**config.mk**
```make
export PLATFORM = sky130hd
export DESIGN_NAME = rub_rx_buffer
export DESIGN_NICKNAME = d
export VERILOG_FILES = /design/src/rub_pkg.sv /design/src/rub_rx_buffer.sv
export SDC_FILE = /design/constraint.sdc
export NUM_CORES = 1
export LEC_CHECK = 0
export BUFFER_PORTS_ARGS = -buffer_cell sky130_fd_sc_hd__buf_2
export CAP_MARGIN = 20
export CELL_PAD_IN_SITES_DETAIL_PLACEMENT = 2
export CELL_PAD_IN_SITES_GLOBAL_PLACEMENT = 2
export CORE_ASPECT_RATIO = 2
export CORE_MARGIN = 5
export CORE_UTILIZATION = 34
export DETAILED_ROUTE_END_ITERATION = 7
export HOLD_SLACK_MARGIN = 0.12
export PLACE_DENSITY = 0.8
export SKIP_CTS_REPAIR_TIMING = 1
export SYNTH_ARGS = -nofsm -noshare
export SYNTH_HDL_FRONTEND = slang
export SYNTH_SLANG_ARGS = --single-unit
```
**constraint.sdc**
```tcl
create_clock -name ref_clk -period 2.5 [get_ports ref_clk]
set_input_delay 0.625 -clock ref_clk [delete_from_list [all_inputs] [get_ports ref_clk]]
set_output_delay 0.625 -clock ref_clk [all_outputs]
set_load 0.01 [all_outputs]
```
**src/rub_pkg.sv**
```systemverilog
// Constants, register map and carrier types for the receive buffer and status block.
//
// Operation
// - Receive-complete flag is one while unread characters remain, zero when empty.
// - Clearing receiver enable empties the buffer, dropping unread characters.
// - Interrupt request stays asserted while its enable and receive-complete are set.
// - Framing, overrun and parity flags travel with their frame; status shows head.
// - Software writes to error flag positions are ignored.
// - Error flags never raise an interrupt.
// - Framing error is one when first stop bit was zero, else zero.
// - Only the first stop bit is checked; stop bits setting has no effect.
// - Buffer holds two; overrun is full buffer, waiting frame, new start.
// - After overrun the next frame read shows the overrun flag set.
// - Overrun flag clears when a frame moves into the buffer successfully.
// - Parity checker works only with parity enable; odd select picks the type.
// - Parity of data bits is compared with parity bit and stored with frame.
// - Parity error only on mismatch with checking enabled; valid until data read.
// - Parity error reads zero whenever parity checking is disabled.
// - Disabling stops the receiver at once, abandoning reception in progress.
// - While disabled the receiver stops overriding the serial input pin.
// - A frame moves to the buffer at its first stop bit; second is ignored.
// - Unused upper data bits of short frames read as zero.
package rub_pkg;
    localparam int unsigned ADDR_W = 4;
    localparam int unsigned DATA_W = 8;
    localparam int unsigned CHAR_W = 9;
    localparam int unsigned DEPTH = 2;
    // Register byte addresses.
    localparam logic [3:0] ADDR_STATUS_A = 4'h0;
    localparam logic [3:0] ADDR_CTRL_B = 4'h4;
    localparam logic [3:0] ADDR_CTRL_C = 4'h8;
    localparam logic [3:0] ADDR_DATA = 4'hC;
    // Status register a fields.
    localparam int unsigned ST_RXC = 7;
    localparam int unsigned ST_FE = 4;
    localparam int unsigned ST_DOR = 3;
    localparam int unsigned ST_PE = 2;
    // Control register b fields.
    localparam int unsigned CB_IRQ_EN = 7;
    localparam int unsigned CB_RX_EN = 4;
    localparam int unsigned CB_NINTH = 1;
    // Control register c fields.
    localparam int unsigned CC_PAR_EN = 5;
    localparam int unsigned CC_PAR_ODD = 4;
    localparam int unsigned CC_STOP_SEL = 3;
    localparam int unsigned CC_SIZE_LO = 0;
    localparam logic [2:0] CHAR_SIZE_RST = 3'h3;
    // Character size codes and the data masks they select.
    localparam logic [2:0] SIZE_5 = 3'h0;
    localparam logic [2:0] SIZE_6 = 3'h1;
    localparam logic [2:0] SIZE_7 = 3'h2;
    localparam logic [2:0] SIZE_9 = 3'h7;
    localparam logic [8:0] MASK_5 = 9'h01F;
    localparam logic [8:0] MASK_6 = 9'h03F;
    localparam logic [8:0] MASK_7 = 9'h07F;
    localparam logic [8:0] MASK_8 = 9'h0FF;
    localparam logic [8:0] MASK_9 = 9'h1FF;
    localparam logic [1:0] COUNT_FULL = 2'h2;

    // A completed frame as delivered by the receive shift register.
    typedef struct packed {
        logic [CHAR_W-1:0] data;
        logic stop_bit;
        logic parity_bit;
    } rub_frame_t;

    // One buffer entry: character plus its own status flags.
    typedef struct packed {
        logic [CHAR_W-1:0] data;
        logic fe;
        logic dor;
        logic pe;
    } rub_entry_t;
endpackage

```
**src/rub_rx_buffer.sv**
```systemverilog
// Two-entry receive buffer with per-frame error flags, parity check and register port.
`timescale 1ns/100ps
`default_nettype none
module rub_rx_buffer
    import rub_pkg::*;
(
    input wire logic ref_clk,
    input wire logic rst,
    input wire logic [ADDR_W-1:0] addr,
    input wire logic [DATA_W-1:0] wdata,
    input wire logic wr_stb,
    input wire logic rd_stb,
    output logic [DATA_W-1:0] rdata_q,
    input wire logic frame_valid,
    input wire rub_frame_t frame_in,
    input wire logic start_detect,
    input wire logic serial_input_pin,
    output logic rx_line_q,
    output logic pin_override_q,
    output logic rx_enabled_q,
    output logic rx_irq_q
);

    ////////////////////////////////////////////////////////////////////////////
    // Control registers.

    logic irq_en_q;
    logic rx_en_q;
    logic par_en_q;
    logic par_odd_q;
    logic stop_sel_q;
    logic [2:0] char_size_q;
    logic wr_b;
    logic wr_c;

    assign wr_b = wr_stb && (addr == ADDR_CTRL_B);
    assign wr_c = wr_stb && (addr == ADDR_CTRL_C);

    // Software-written control bits; the ninth bit position in b is read only.
    always_ff @(posedge ref_clk) begin
        if (rst) begin
            irq_en_q <= 1'b0;
            rx_en_q <= 1'b0;
            par_en_q <= 1'b0;
            par_odd_q <= 1'b0;
            stop_sel_q <= 1'b0;
            char_size_q <= CHAR_SIZE_RST;
        end else begin
            if (wr_b) begin
                irq_en_q <= wdata[CB_IRQ_EN];
                rx_en_q <= wdata[CB_RX_EN];
            end
            if (wr_c) begin
                par_en_q <= wdata[CC_PAR_EN];
                par_odd_q <= wdata[CC_PAR_ODD];
                // Stored for software only; the stop check never looks at it.
                stop_sel_q <= wdata[CC_STOP_SEL];
                char_size_q <= wdata[CC_SIZE_LO +: 3];
            end
        end
    end

    ////////////////////////////////////////////////////////////////////////////
    // Pin synchroniser and pin ownership.

    logic line_meta_q;

    // The first stage feeds only the second; the line is then handed on.
    always_ff @(posedge ref_clk) begin
        if (rst) begin
            line_meta_q <= 1'b1;
            rx_line_q <= 1'b1;
        end else begin
            line_meta_q <= serial_input_pin;
            rx_line_q <= line_meta_q;
        end
    end

    // The pin is claimed only while enabled; the framing logic is told of a disable one cycle later.
    always_ff @(posedge ref_clk) begin
        if (rst) begin
            pin_override_q <= 1'b0;
            rx_enabled_q <= 1'b0;
        end else begin
            pin_override_q <= rx_en_q;
            rx_enabled_q <= rx_en_q;
        end
    end

    ////////////////////////////////////////////////////////////////////////////
    // Frame conversion into a buffer entry.

    logic [8:0] size_mask;
    rub_entry_t new_entry;

    // Reserved size codes fall back to eight bits.
    always_comb begin
        unique case (char_size_q)
            SIZE_5: size_mask = MASK_5;
            SIZE_6: size_mask = MASK_6;
            SIZE_7: size_mask = MASK_7;
            SIZE_9: size_mask = MASK_9;
            default: size_mask = MASK_8;
        endcase
    end

    // Parity settings are those in force when the frame arrives, so a later
    // change of mode does not rewrite what was already checked.
    always_comb begin
        new_entry.data = frame_in.data & size_mask;
        new_entry.fe = ~frame_in.stop_bit;
        new_entry.pe = par_en_q &&
            (^(frame_in.data & size_mask) ^ frame_in.parity_bit ^ par_odd_q);
        new_entry.dor = 1'b0;
    end

    ////////////////////////////////////////////////////////////////////////////
    // Buffer, waiting frame and overrun tracking.

    rub_entry_t buf_q [DEPTH];
    rub_entry_t hold_q;
    rub_entry_t push_entry;
    rub_entry_t head;
    logic hold_v_q;
    logic dor_pend_q;
    logic rd_ptr_q;
    logic wr_ptr_q;
    logic [1:0] count_q;
    logic pop;
    logic space;
    logic push;
    logic take_hold;
    logic frame_ok;
    logic ovr_evt;

    assign head = buf_q[rd_ptr_q];
    assign frame_ok = rx_en_q && frame_valid;
    assign pop = rd_stb && (addr == ADDR_DATA) && (count_q != 2'h0);
    assign space = (count_q != COUNT_FULL) || pop;
    assign take_hold = hold_v_q && space;
    // A waiting frame may still be held for one cycle after disabling, so it is gated too.
    assign push = space && ((rx_en_q && hold_v_q) || frame_ok);
    // Full buffer, a frame waiting and a fresh start bit: the waiting one is lost.
    assign ovr_evt = rx_en_q && start_detect && hold_v_q && !space;

    // The waiting frame is always older than one arriving now, so it goes first.
    always_comb begin
        push_entry = take_hold ? hold_q : new_entry;
        push_entry.dor = dor_pend_q;
    end

    // Entries carry their own flags so status follows the head.
    always_ff @(posedge ref_clk) begin
        if (push) begin
            buf_q[wr_ptr_q] <= push_entry;
        end
    end

    // Pointers and fill level; disabling flushes everything.
    always_ff @(posedge ref_clk) begin
        if (rst || !rx_en_q) begin
            rd_ptr_q <= 1'b0;
            wr_ptr_q <= 1'b0;
            count_q <= 2'h0;
        end else begin
            if (pop) begin
                rd_ptr_q <= ~rd_ptr_q;
            end
            if (push) begin
                wr_ptr_q <= ~wr_ptr_q;
            end
            if (push && !pop) begin
                count_q <= count_q + 2'h1;
            end else if (pop && !push) begin
                count_q <= count_q - 2'h1;
            end
        end
    end

    // The shift register's finished frame waits here while the buffer is full.
    always_ff @(posedge ref_clk) begin
        if (rst || !rx_en_q) begin
            hold_v_q <= 1'b0;
        end else if (frame_valid && (take_hold || !space)) begin
            hold_v_q <= 1'b1;
            hold_q <= new_entry;
        end else if (take_hold || ovr_evt) begin
            hold_v_q <= 1'b0;
        end
    end

    // A successful transfer clears the pending overrun, but a new overrun wins.
    always_ff @(posedge ref_clk) begin
        if (rst || !rx_en_q) begin
            dor_pend_q <= 1'b0;
        end else if (ovr_evt) begin
            dor_pend_q <= 1'b1;
        end else if (push) begin
            dor_pend_q <= 1'b0;
        end
    end

    ////////////////////////////////////////////////////////////////////////////
    // Register read port and interrupt request.

    logic [DATA_W-1:0] rd_mux;
    logic rxc;

    assign rxc = (count_q != 2'h0);

    // Error flags only show for a real head entry; writes never reach them.
    always_comb begin
        rd_mux = '0;
        unique case (addr)
            ADDR_STATUS_A: begin
                rd_mux[ST_RXC] = rxc;
                rd_mux[ST_FE] = rxc && head.fe;
                rd_mux[ST_DOR] = rxc && head.dor;
                rd_mux[ST_PE] = rxc && head.pe && par_en_q;
            end
            ADDR_CTRL_B: begin
                rd_mux[CB_IRQ_EN] = irq_en_q;
                rd_mux[CB_RX_EN] = rx_en_q;
                rd_mux[CB_NINTH] = rxc && head.data[CHAR_W-1];
            end
            ADDR_CTRL_C: begin
                rd_mux[CC_PAR_EN] = par_en_q;
                rd_mux[CC_PAR_ODD] = par_odd_q;
                rd_mux[CC_STOP_SEL] = stop_sel_q;
                rd_mux[CC_SIZE_LO +: 3] = char_size_q;
            end
            ADDR_DATA: rd_mux = rxc ? head.data[DATA_W-1:0] : '0;
            default: rd_mux = '0;
        endcase
    end

    // Read data stand for the cycle after the strobe only.
    always_ff @(posedge ref_clk) begin
        if (rst) begin
            rdata_q <= '0;
        end else begin
            rdata_q <= rd_stb ? rd_mux : '0;
        end
    end

    // Level request, one cycle behind; no error flag takes part.
    always_ff @(posedge ref_clk) begin
        if (rst) begin
            rx_irq_q <= 1'b0;
        end else begin
            rx_irq_q <= irq_en_q && rxc;
        end
    end
endmodule
`default_nettype wire

```
Word level (Yosys, flattened, before mapping)
Memories as Yosys holds them, arrays and structs flattened. A register that Yosys moved wholly into a read port is not among the register bits.
Index checks and enable logic that the tools add are counted.
{"block": "totals", "regBits": 37, "mem_count": 1, "output_inout_bits": 12, "elab_cells": 99, "ram_bits": 24, "input_bits": 30}
{"name": "buf_q", "words": 2, "width": 12, "rd": 1, "rd_clocked_by_memory_dff": 1, "write_ports": 1, "line_no": "rub_rx_buffer.sv:120", "text": "rub_entry_t buf_q [DEPTH];"}
{"block": "op_classes", "muxes": 19, "addsub": 2, "eq_ne": 7, "bitwise_logic": 10, "n_reduce_logical": 40}
{"operator": "$pmux W9 S4", "count": 1}
{"operator": "$logic_and A1 B1 Y1", "count": 21}
{"operator": "$mux W12", "count": 1}
{"operator": "$and A9 B9 Y9", "count": 1}
{"operator": "$reduce_xor A9 Y1", "count": 1}
{"operator": "$eq A4 B4 Y1 const B", "count": 2}
{"operator": "$mux W1", "count": 8}
{"operator": "$mux W8", "count": 1}
{"operator": "$reduce_bool A2 Y1", "count": 4}
{"operator": "$not A1 Y1", "count": 7}
{"operator": "$pmux W1 S3", "count": 2}
{"operator": "$pmux W2 S3", "count": 1}
{"operator": "$logic_or A1 B1 Y1", "count": 5}
{"operator": "$eq A4 B3 Y1 const B", "count": 1}
{"operator": "$logic_not A1 Y1", "count": 4}
{"operator": "$logic_not A4 Y1", "count": 1}
{"operator": "$mux W2", "count": 2}
{"operator": "$pmux W1 S2", "count": 2}
{"operator": "$pmux W1 S4", "count": 1}
{"operator": "$reduce_or A4 Y1", "count": 1}
{"operator": "$eq A3 B1 Y1 const B", "count": 1}
{"operator": "$eq A3 B2 Y1 const B", "count": 1}
{"operator": "$eq A3 B3 Y1 const B", "count": 1}
{"operator": "$logic_not A3 Y1", "count": 1}
{"operator": "other kinds (6)", "count": 7}

Longest topological paths before layout
{"block": "depth", "word_depth": 9, "depth_mapped": 8, "mapped_depth_nobuf": 7}

Worst setup path before layout
No wires, ideal clock.
{"block": "synth_path", "path_type": "input-to-reg", "startpoint": "input port addr[2]", "endpoint": "memory buf_q[0][0] (netlist name), enable pin", "cell_stages": 4, "arrival_ps": 2060, "t_required_ps": 2119, "path_slack_ps": 59, "setup_ps": 381, "path_buffers": 1, "cell_sequence": "clkbuf_1 > o21ai_1 > o31a_1 > nor3_2"}
{"block": "synth_between", "elab_chain_cells": 7}
{"element": "start: declaration", "line_no": "rub_rx_buffer.sv:9", "text": "input wire logic [ADDR_W-1:0] addr,"}
{"element": "$eq A4 B4 Y1", "line_no": "rub_rx_buffer.sv:138", "text": "assign pop = rd_stb && (addr == ADDR_DATA) && (count_q != 2'h0);"}
{"element": "$logic_and A1 B1 Y1 (2 in a row)", "line_no": "rub_rx_buffer.sv:138"}
{"element": "$logic_or A1 B1 Y1", "line_no": "rub_rx_buffer.sv:139", "text": "assign space = (count_q != COUNT_FULL) || pop;"}
{"element": "$logic_and A1 B1 Y1", "line_no": "rub_rx_buffer.sv:142", "text": "assign push = space && ((rx_en_q && hold_v_q) || frame_ok);"}
{"element": "$mux W1", "line_no": "rub_rx_buffer.sv:154", "text": "if (push) begin"}
{"element": "$mux W1 (not written as such)", "line_no": "rub_rx_buffer.sv:155", "text": "buf_q[wr_ptr_q] <= push_entry;"}
{"element": "end: declaration", "line_no": "rub_rx_buffer.sv:120"}
Every way passes these cells.

Worst setup path after layout
{"block": "layout_path", "startpoint": "input port addr[0]", "endpoint": "register count_q[1]"}
{"block": "layout_between", "elab_chain_cells": 8, "word_cells_on_any_way": 11, "classes_between": "1 x eq/ne; 1 x mux; 9 x reduce/logical"}
{"element": "$eq A4 B4 Y1 *", "line_no": "rub_rx_buffer.sv:138"}
{"element": "$logic_and A1 B1 Y1 * (2 in a row)", "line_no": "rub_rx_buffer.sv:138"}
{"element": "$logic_or A1 B1 Y1 *", "line_no": "rub_rx_buffer.sv:139"}
{"element": "$logic_and A1 B1 Y1 *", "line_no": "rub_rx_buffer.sv:142"}
{"element": "via push", "line_no": "rub_rx_buffer.sv:131", "text": "logic push;"}
{"element": "$logic_not A1 Y1", "line_no": "rub_rx_buffer.sv:174", "text": "end else if (pop && !push) begin"}
{"element": "$logic_and A1 B1 Y1", "line_no": "rub_rx_buffer.sv:174"}
{"element": "$reduce_bool A2 Y1 (no source line)"}
{"element": "end signal: assignment", "line_no": "rub_rx_buffer.sv:173", "text": "count_q <= count_q + 2'h1;"}
{"element": "end signal: assignment", "line_no": "rub_rx_buffer.sv:175", "text": "count_q <= count_q - 2'h1;"}
{"element": "end: declaration", "line_no": "rub_rx_buffer.sv:128", "text": "logic [1:0] count_q;"}
Mark *: on every way through the listed nets, which the timed path passes. The rest lies on a longest branch.
A chain may end at the register's enable or synchronous reset.

==> reports/qor.csv <==
stage,metric,value,unit
hold_path,holdCritStartpoint,line_meta_q,
synth,yosys.area.top_type_share,39.8,%
detailed_routing,drc_errors,0,
critical_path,rrSetupSlack,0.41,ns
power,vdd_ir_drop_max,0.000545,V
synth,synth.area.top_cells,"edfxtp_1, dfxtp_1, mux2i_1",
detailed_routing,drt-vias-per-instance,5.12,
cts,numCtsBuffers,9,
synth,yosysSeqAreaShare,60.2,%
finish,area_growth,27.5,%
finish,multi_input_area,980,um^2
detailed_routing,drtIter0Drc,58,
flow_run,drv_cap,0,
synth,syn_inst,208,
finish,drive_above_1_share,30.9,%
global_route,grt_max_degree,16,
synth,syn-cell-area,2640,um^2
finish,fin_nets,295,
global_route,overflow,0,
cts,clk_latency,0.33,ns
sta,hold_viol,0,
floorplanning,initial_core_util,34.8,%
finish,layout_commonest_cell,buf_2,
cts,cts_tree,built,
cts,clkSinkCount,62,
sta,setup_viol,0,
synth,post_synth.cell_area_avg,12.7,um^2
floorplanning,die_h,135,um
finish,regArea,1590,um^2
sta,finalCritPeriodShare,89.1,%
placed_design,place.gp.congestion,0.722,
synth,async_flop_share,0,%
detailed_routing,routed_wl,7440,um
floorplanning,die_w,72.3,um
global_route,grt.total_usage,16.9,%
placed_design,place_hpwl,5180,um
synth,ys_types,48,
power,finalPower,2.58,mW
cts,h-tree-depth,3,
finish,stdcell_area,3370,um^2
sta,slew_viol_final,0,
sta,finClkSkew,0.00868,ns
hold_path,whs_path_depth,1,
critical_path,crit_fanout,5,
detailed_routing,drtAntennaViolNets,0,
critical_path,crit_type,input pin to flip-flop,
detailed_routing,firstDrtPassIters,4,
synth,synth-edff-count,35,
synth,syn_nets,239,
power,total_leakage_power,1.29,nW
sta,slew_headroom,54.2,%
floorplanning,rows,45,
finish,fillers,783,
critical_path,critPathLaunchType,input pin,
floorplanning,die_area,9740,um^2
critical_path,critPathCaptureType,flip-flop,
sta,layout_min_cycle_time,2.23,ns
cts,root_buffer,clkbuf_16,
status,status,completed,
placed_design,place_area,3040,um^2
finish,mostFrequentLayoutCells,"buf_2, edfxtp_1, dfxtp_1, a21oi_1, nand2_1",
detailed_routing,wl_per_cell,20.5,um
cts,path_clk_slew,0.06,ns
sta,rsz0062_at_grt,false,
synth,yosysTopAreaCell,edfxtp_1,
hold_path,min_path_type,flip-flop to flip-flop,
detailed_routing,via_count,1859,
sta,fmax,0.449,GHz
sta,worst_pin_slew,0.686,ns
synth,synth-main-ff-cell,edfxtp_1,
synth,yosys_register_bits,62,
cts,clock_path_buffers,2,
global_route,antenna_found_initial,0,
critical_path,r2r_cells,6,
hold_path,min_to,rx_line_q,
placed_design,port_buffers,40,
global_route,grt_pass1_wl,11700,um
critical_path,r2r_end,count_q[1],
critical_path,worstPathRequired,2.77,ns
synth,yosys_warnings,0,
global_route,grt_pass1_vias,2109,
critical_path,crit_arrival,2.49,ns
power,power_density,765,nW/um^2
floorplanning,core_area,7600,um^2
critical_path,reg2reg_from,count_q[0],
finish,diodes,0,
floorplanning,pin_count,42,
-- kinds of logic (layout without fill, tap and decap cells) --
kind of cell    after synthesis  count (layout)  synth area share (%)
simple gates                 55              55                  10.9
buf+inv                      15              76                  2.94
xor+xnor                      9               9                  4.55
fa+ha+maj                     1               1                 0.473
flops                        62              62                  60.2
compound gates               45              45                  12.0
mux                          21              21                  8.85
-- flip-flops by register name (all words and copies together) (netlist names), 2 cells and up, named ones only --
register,cells
buf_q,24
char_size_q,3
count_q,2
hold_q,11
rdata_q,8
-- through the flow --
step                      setup slack, ns  TNS (ns)  util (%)  instances  hold WS [ns]
after floorplan                    0.0592         0         -        208         0.389
after global placement             0.0676         0      40.0        347         0.395
after detailed placement          -0.0477   -0.0477      40.0        347         0.398
after CTS                           0.280         0      44.3        363         0.416
after global routing                0.225         0      44.3        363         0.423
final                               0.273         0      44.3        363         0.412
-- cell usage after synthesis (all sizes together), types with 2 or more instances --
cell and count:
a211o 2, a21oi 12, a2bb2oi 6, and2 2
and3 2, buf 5, clkbuf 3, dfxtp 27
edfxtp 35, inv 7, mux2 10, mux2i 11
nand2 12, nand3 8, nor2 11, nor2b 3
nor3 3, nor3b 2, o21a 4, o21ai 11
or2 3, or3 3, xnor2 2, xnor3 3
xor2 4
-- power breakdown --
part           internal, mW  switching (mW)
Combinational        0.0661          0.0573
Clock                 0.919           0.450
Sequential             1.08         0.00419
-- metal layers --
| layer | part of all wire (%) | global-route usage, % | up-vias | wire length (um) |
|---|---|---|---|---|
| met2 | 58 | 31.3 | 33 | 4320 |
| met3 | 3.4 | 4.40 | 12 | 253 |
| met4 | 2.5 | 8.47 | 0 | 188 |
| met1 | 36 | 16.6 | 934 | 2670 |
| li1 | - | - | 880 | - |
| met5 | 0 | 0 | - | 0 |
-- critical path: stages --
cell	delay, ns
buf_2	0.13
or3b_4	0.42
o31a_1	0.29
nor2_1	0.19
ha_1	0.29
or3_1	0.39
a21oi_1	0.15
-- cell type report --
type	count	area share, %
Sequential cell	62	47.2
Tap cell	94	3.49
Clock buffer	14	8.80
Timing Repair Buffer	53	9.58
Inverter	7	0.780
Multi-Input combinational cell	131	29.1
Clock inverter	2	1.04
-- worst max path at each step --
stage             from          end  slack, ns  cells after the start
6_report       addr[0]   count_q[1]       0.27                      7
2_1_floorplan  addr[2]  buf_q[0][0]       0.06                      4
3_3_place_gp   addr[0]   count_q[1]       0.07                      7
4_1_cts        addr[0]   count_q[1]       0.28                      7
5_1_grt        addr[0]   count_q[1]       0.23                      7
3_5_place_dp   addr[0]   count_q[1]      -0.05                      7
No activity file was read; power rests on OpenSTA's default activity.
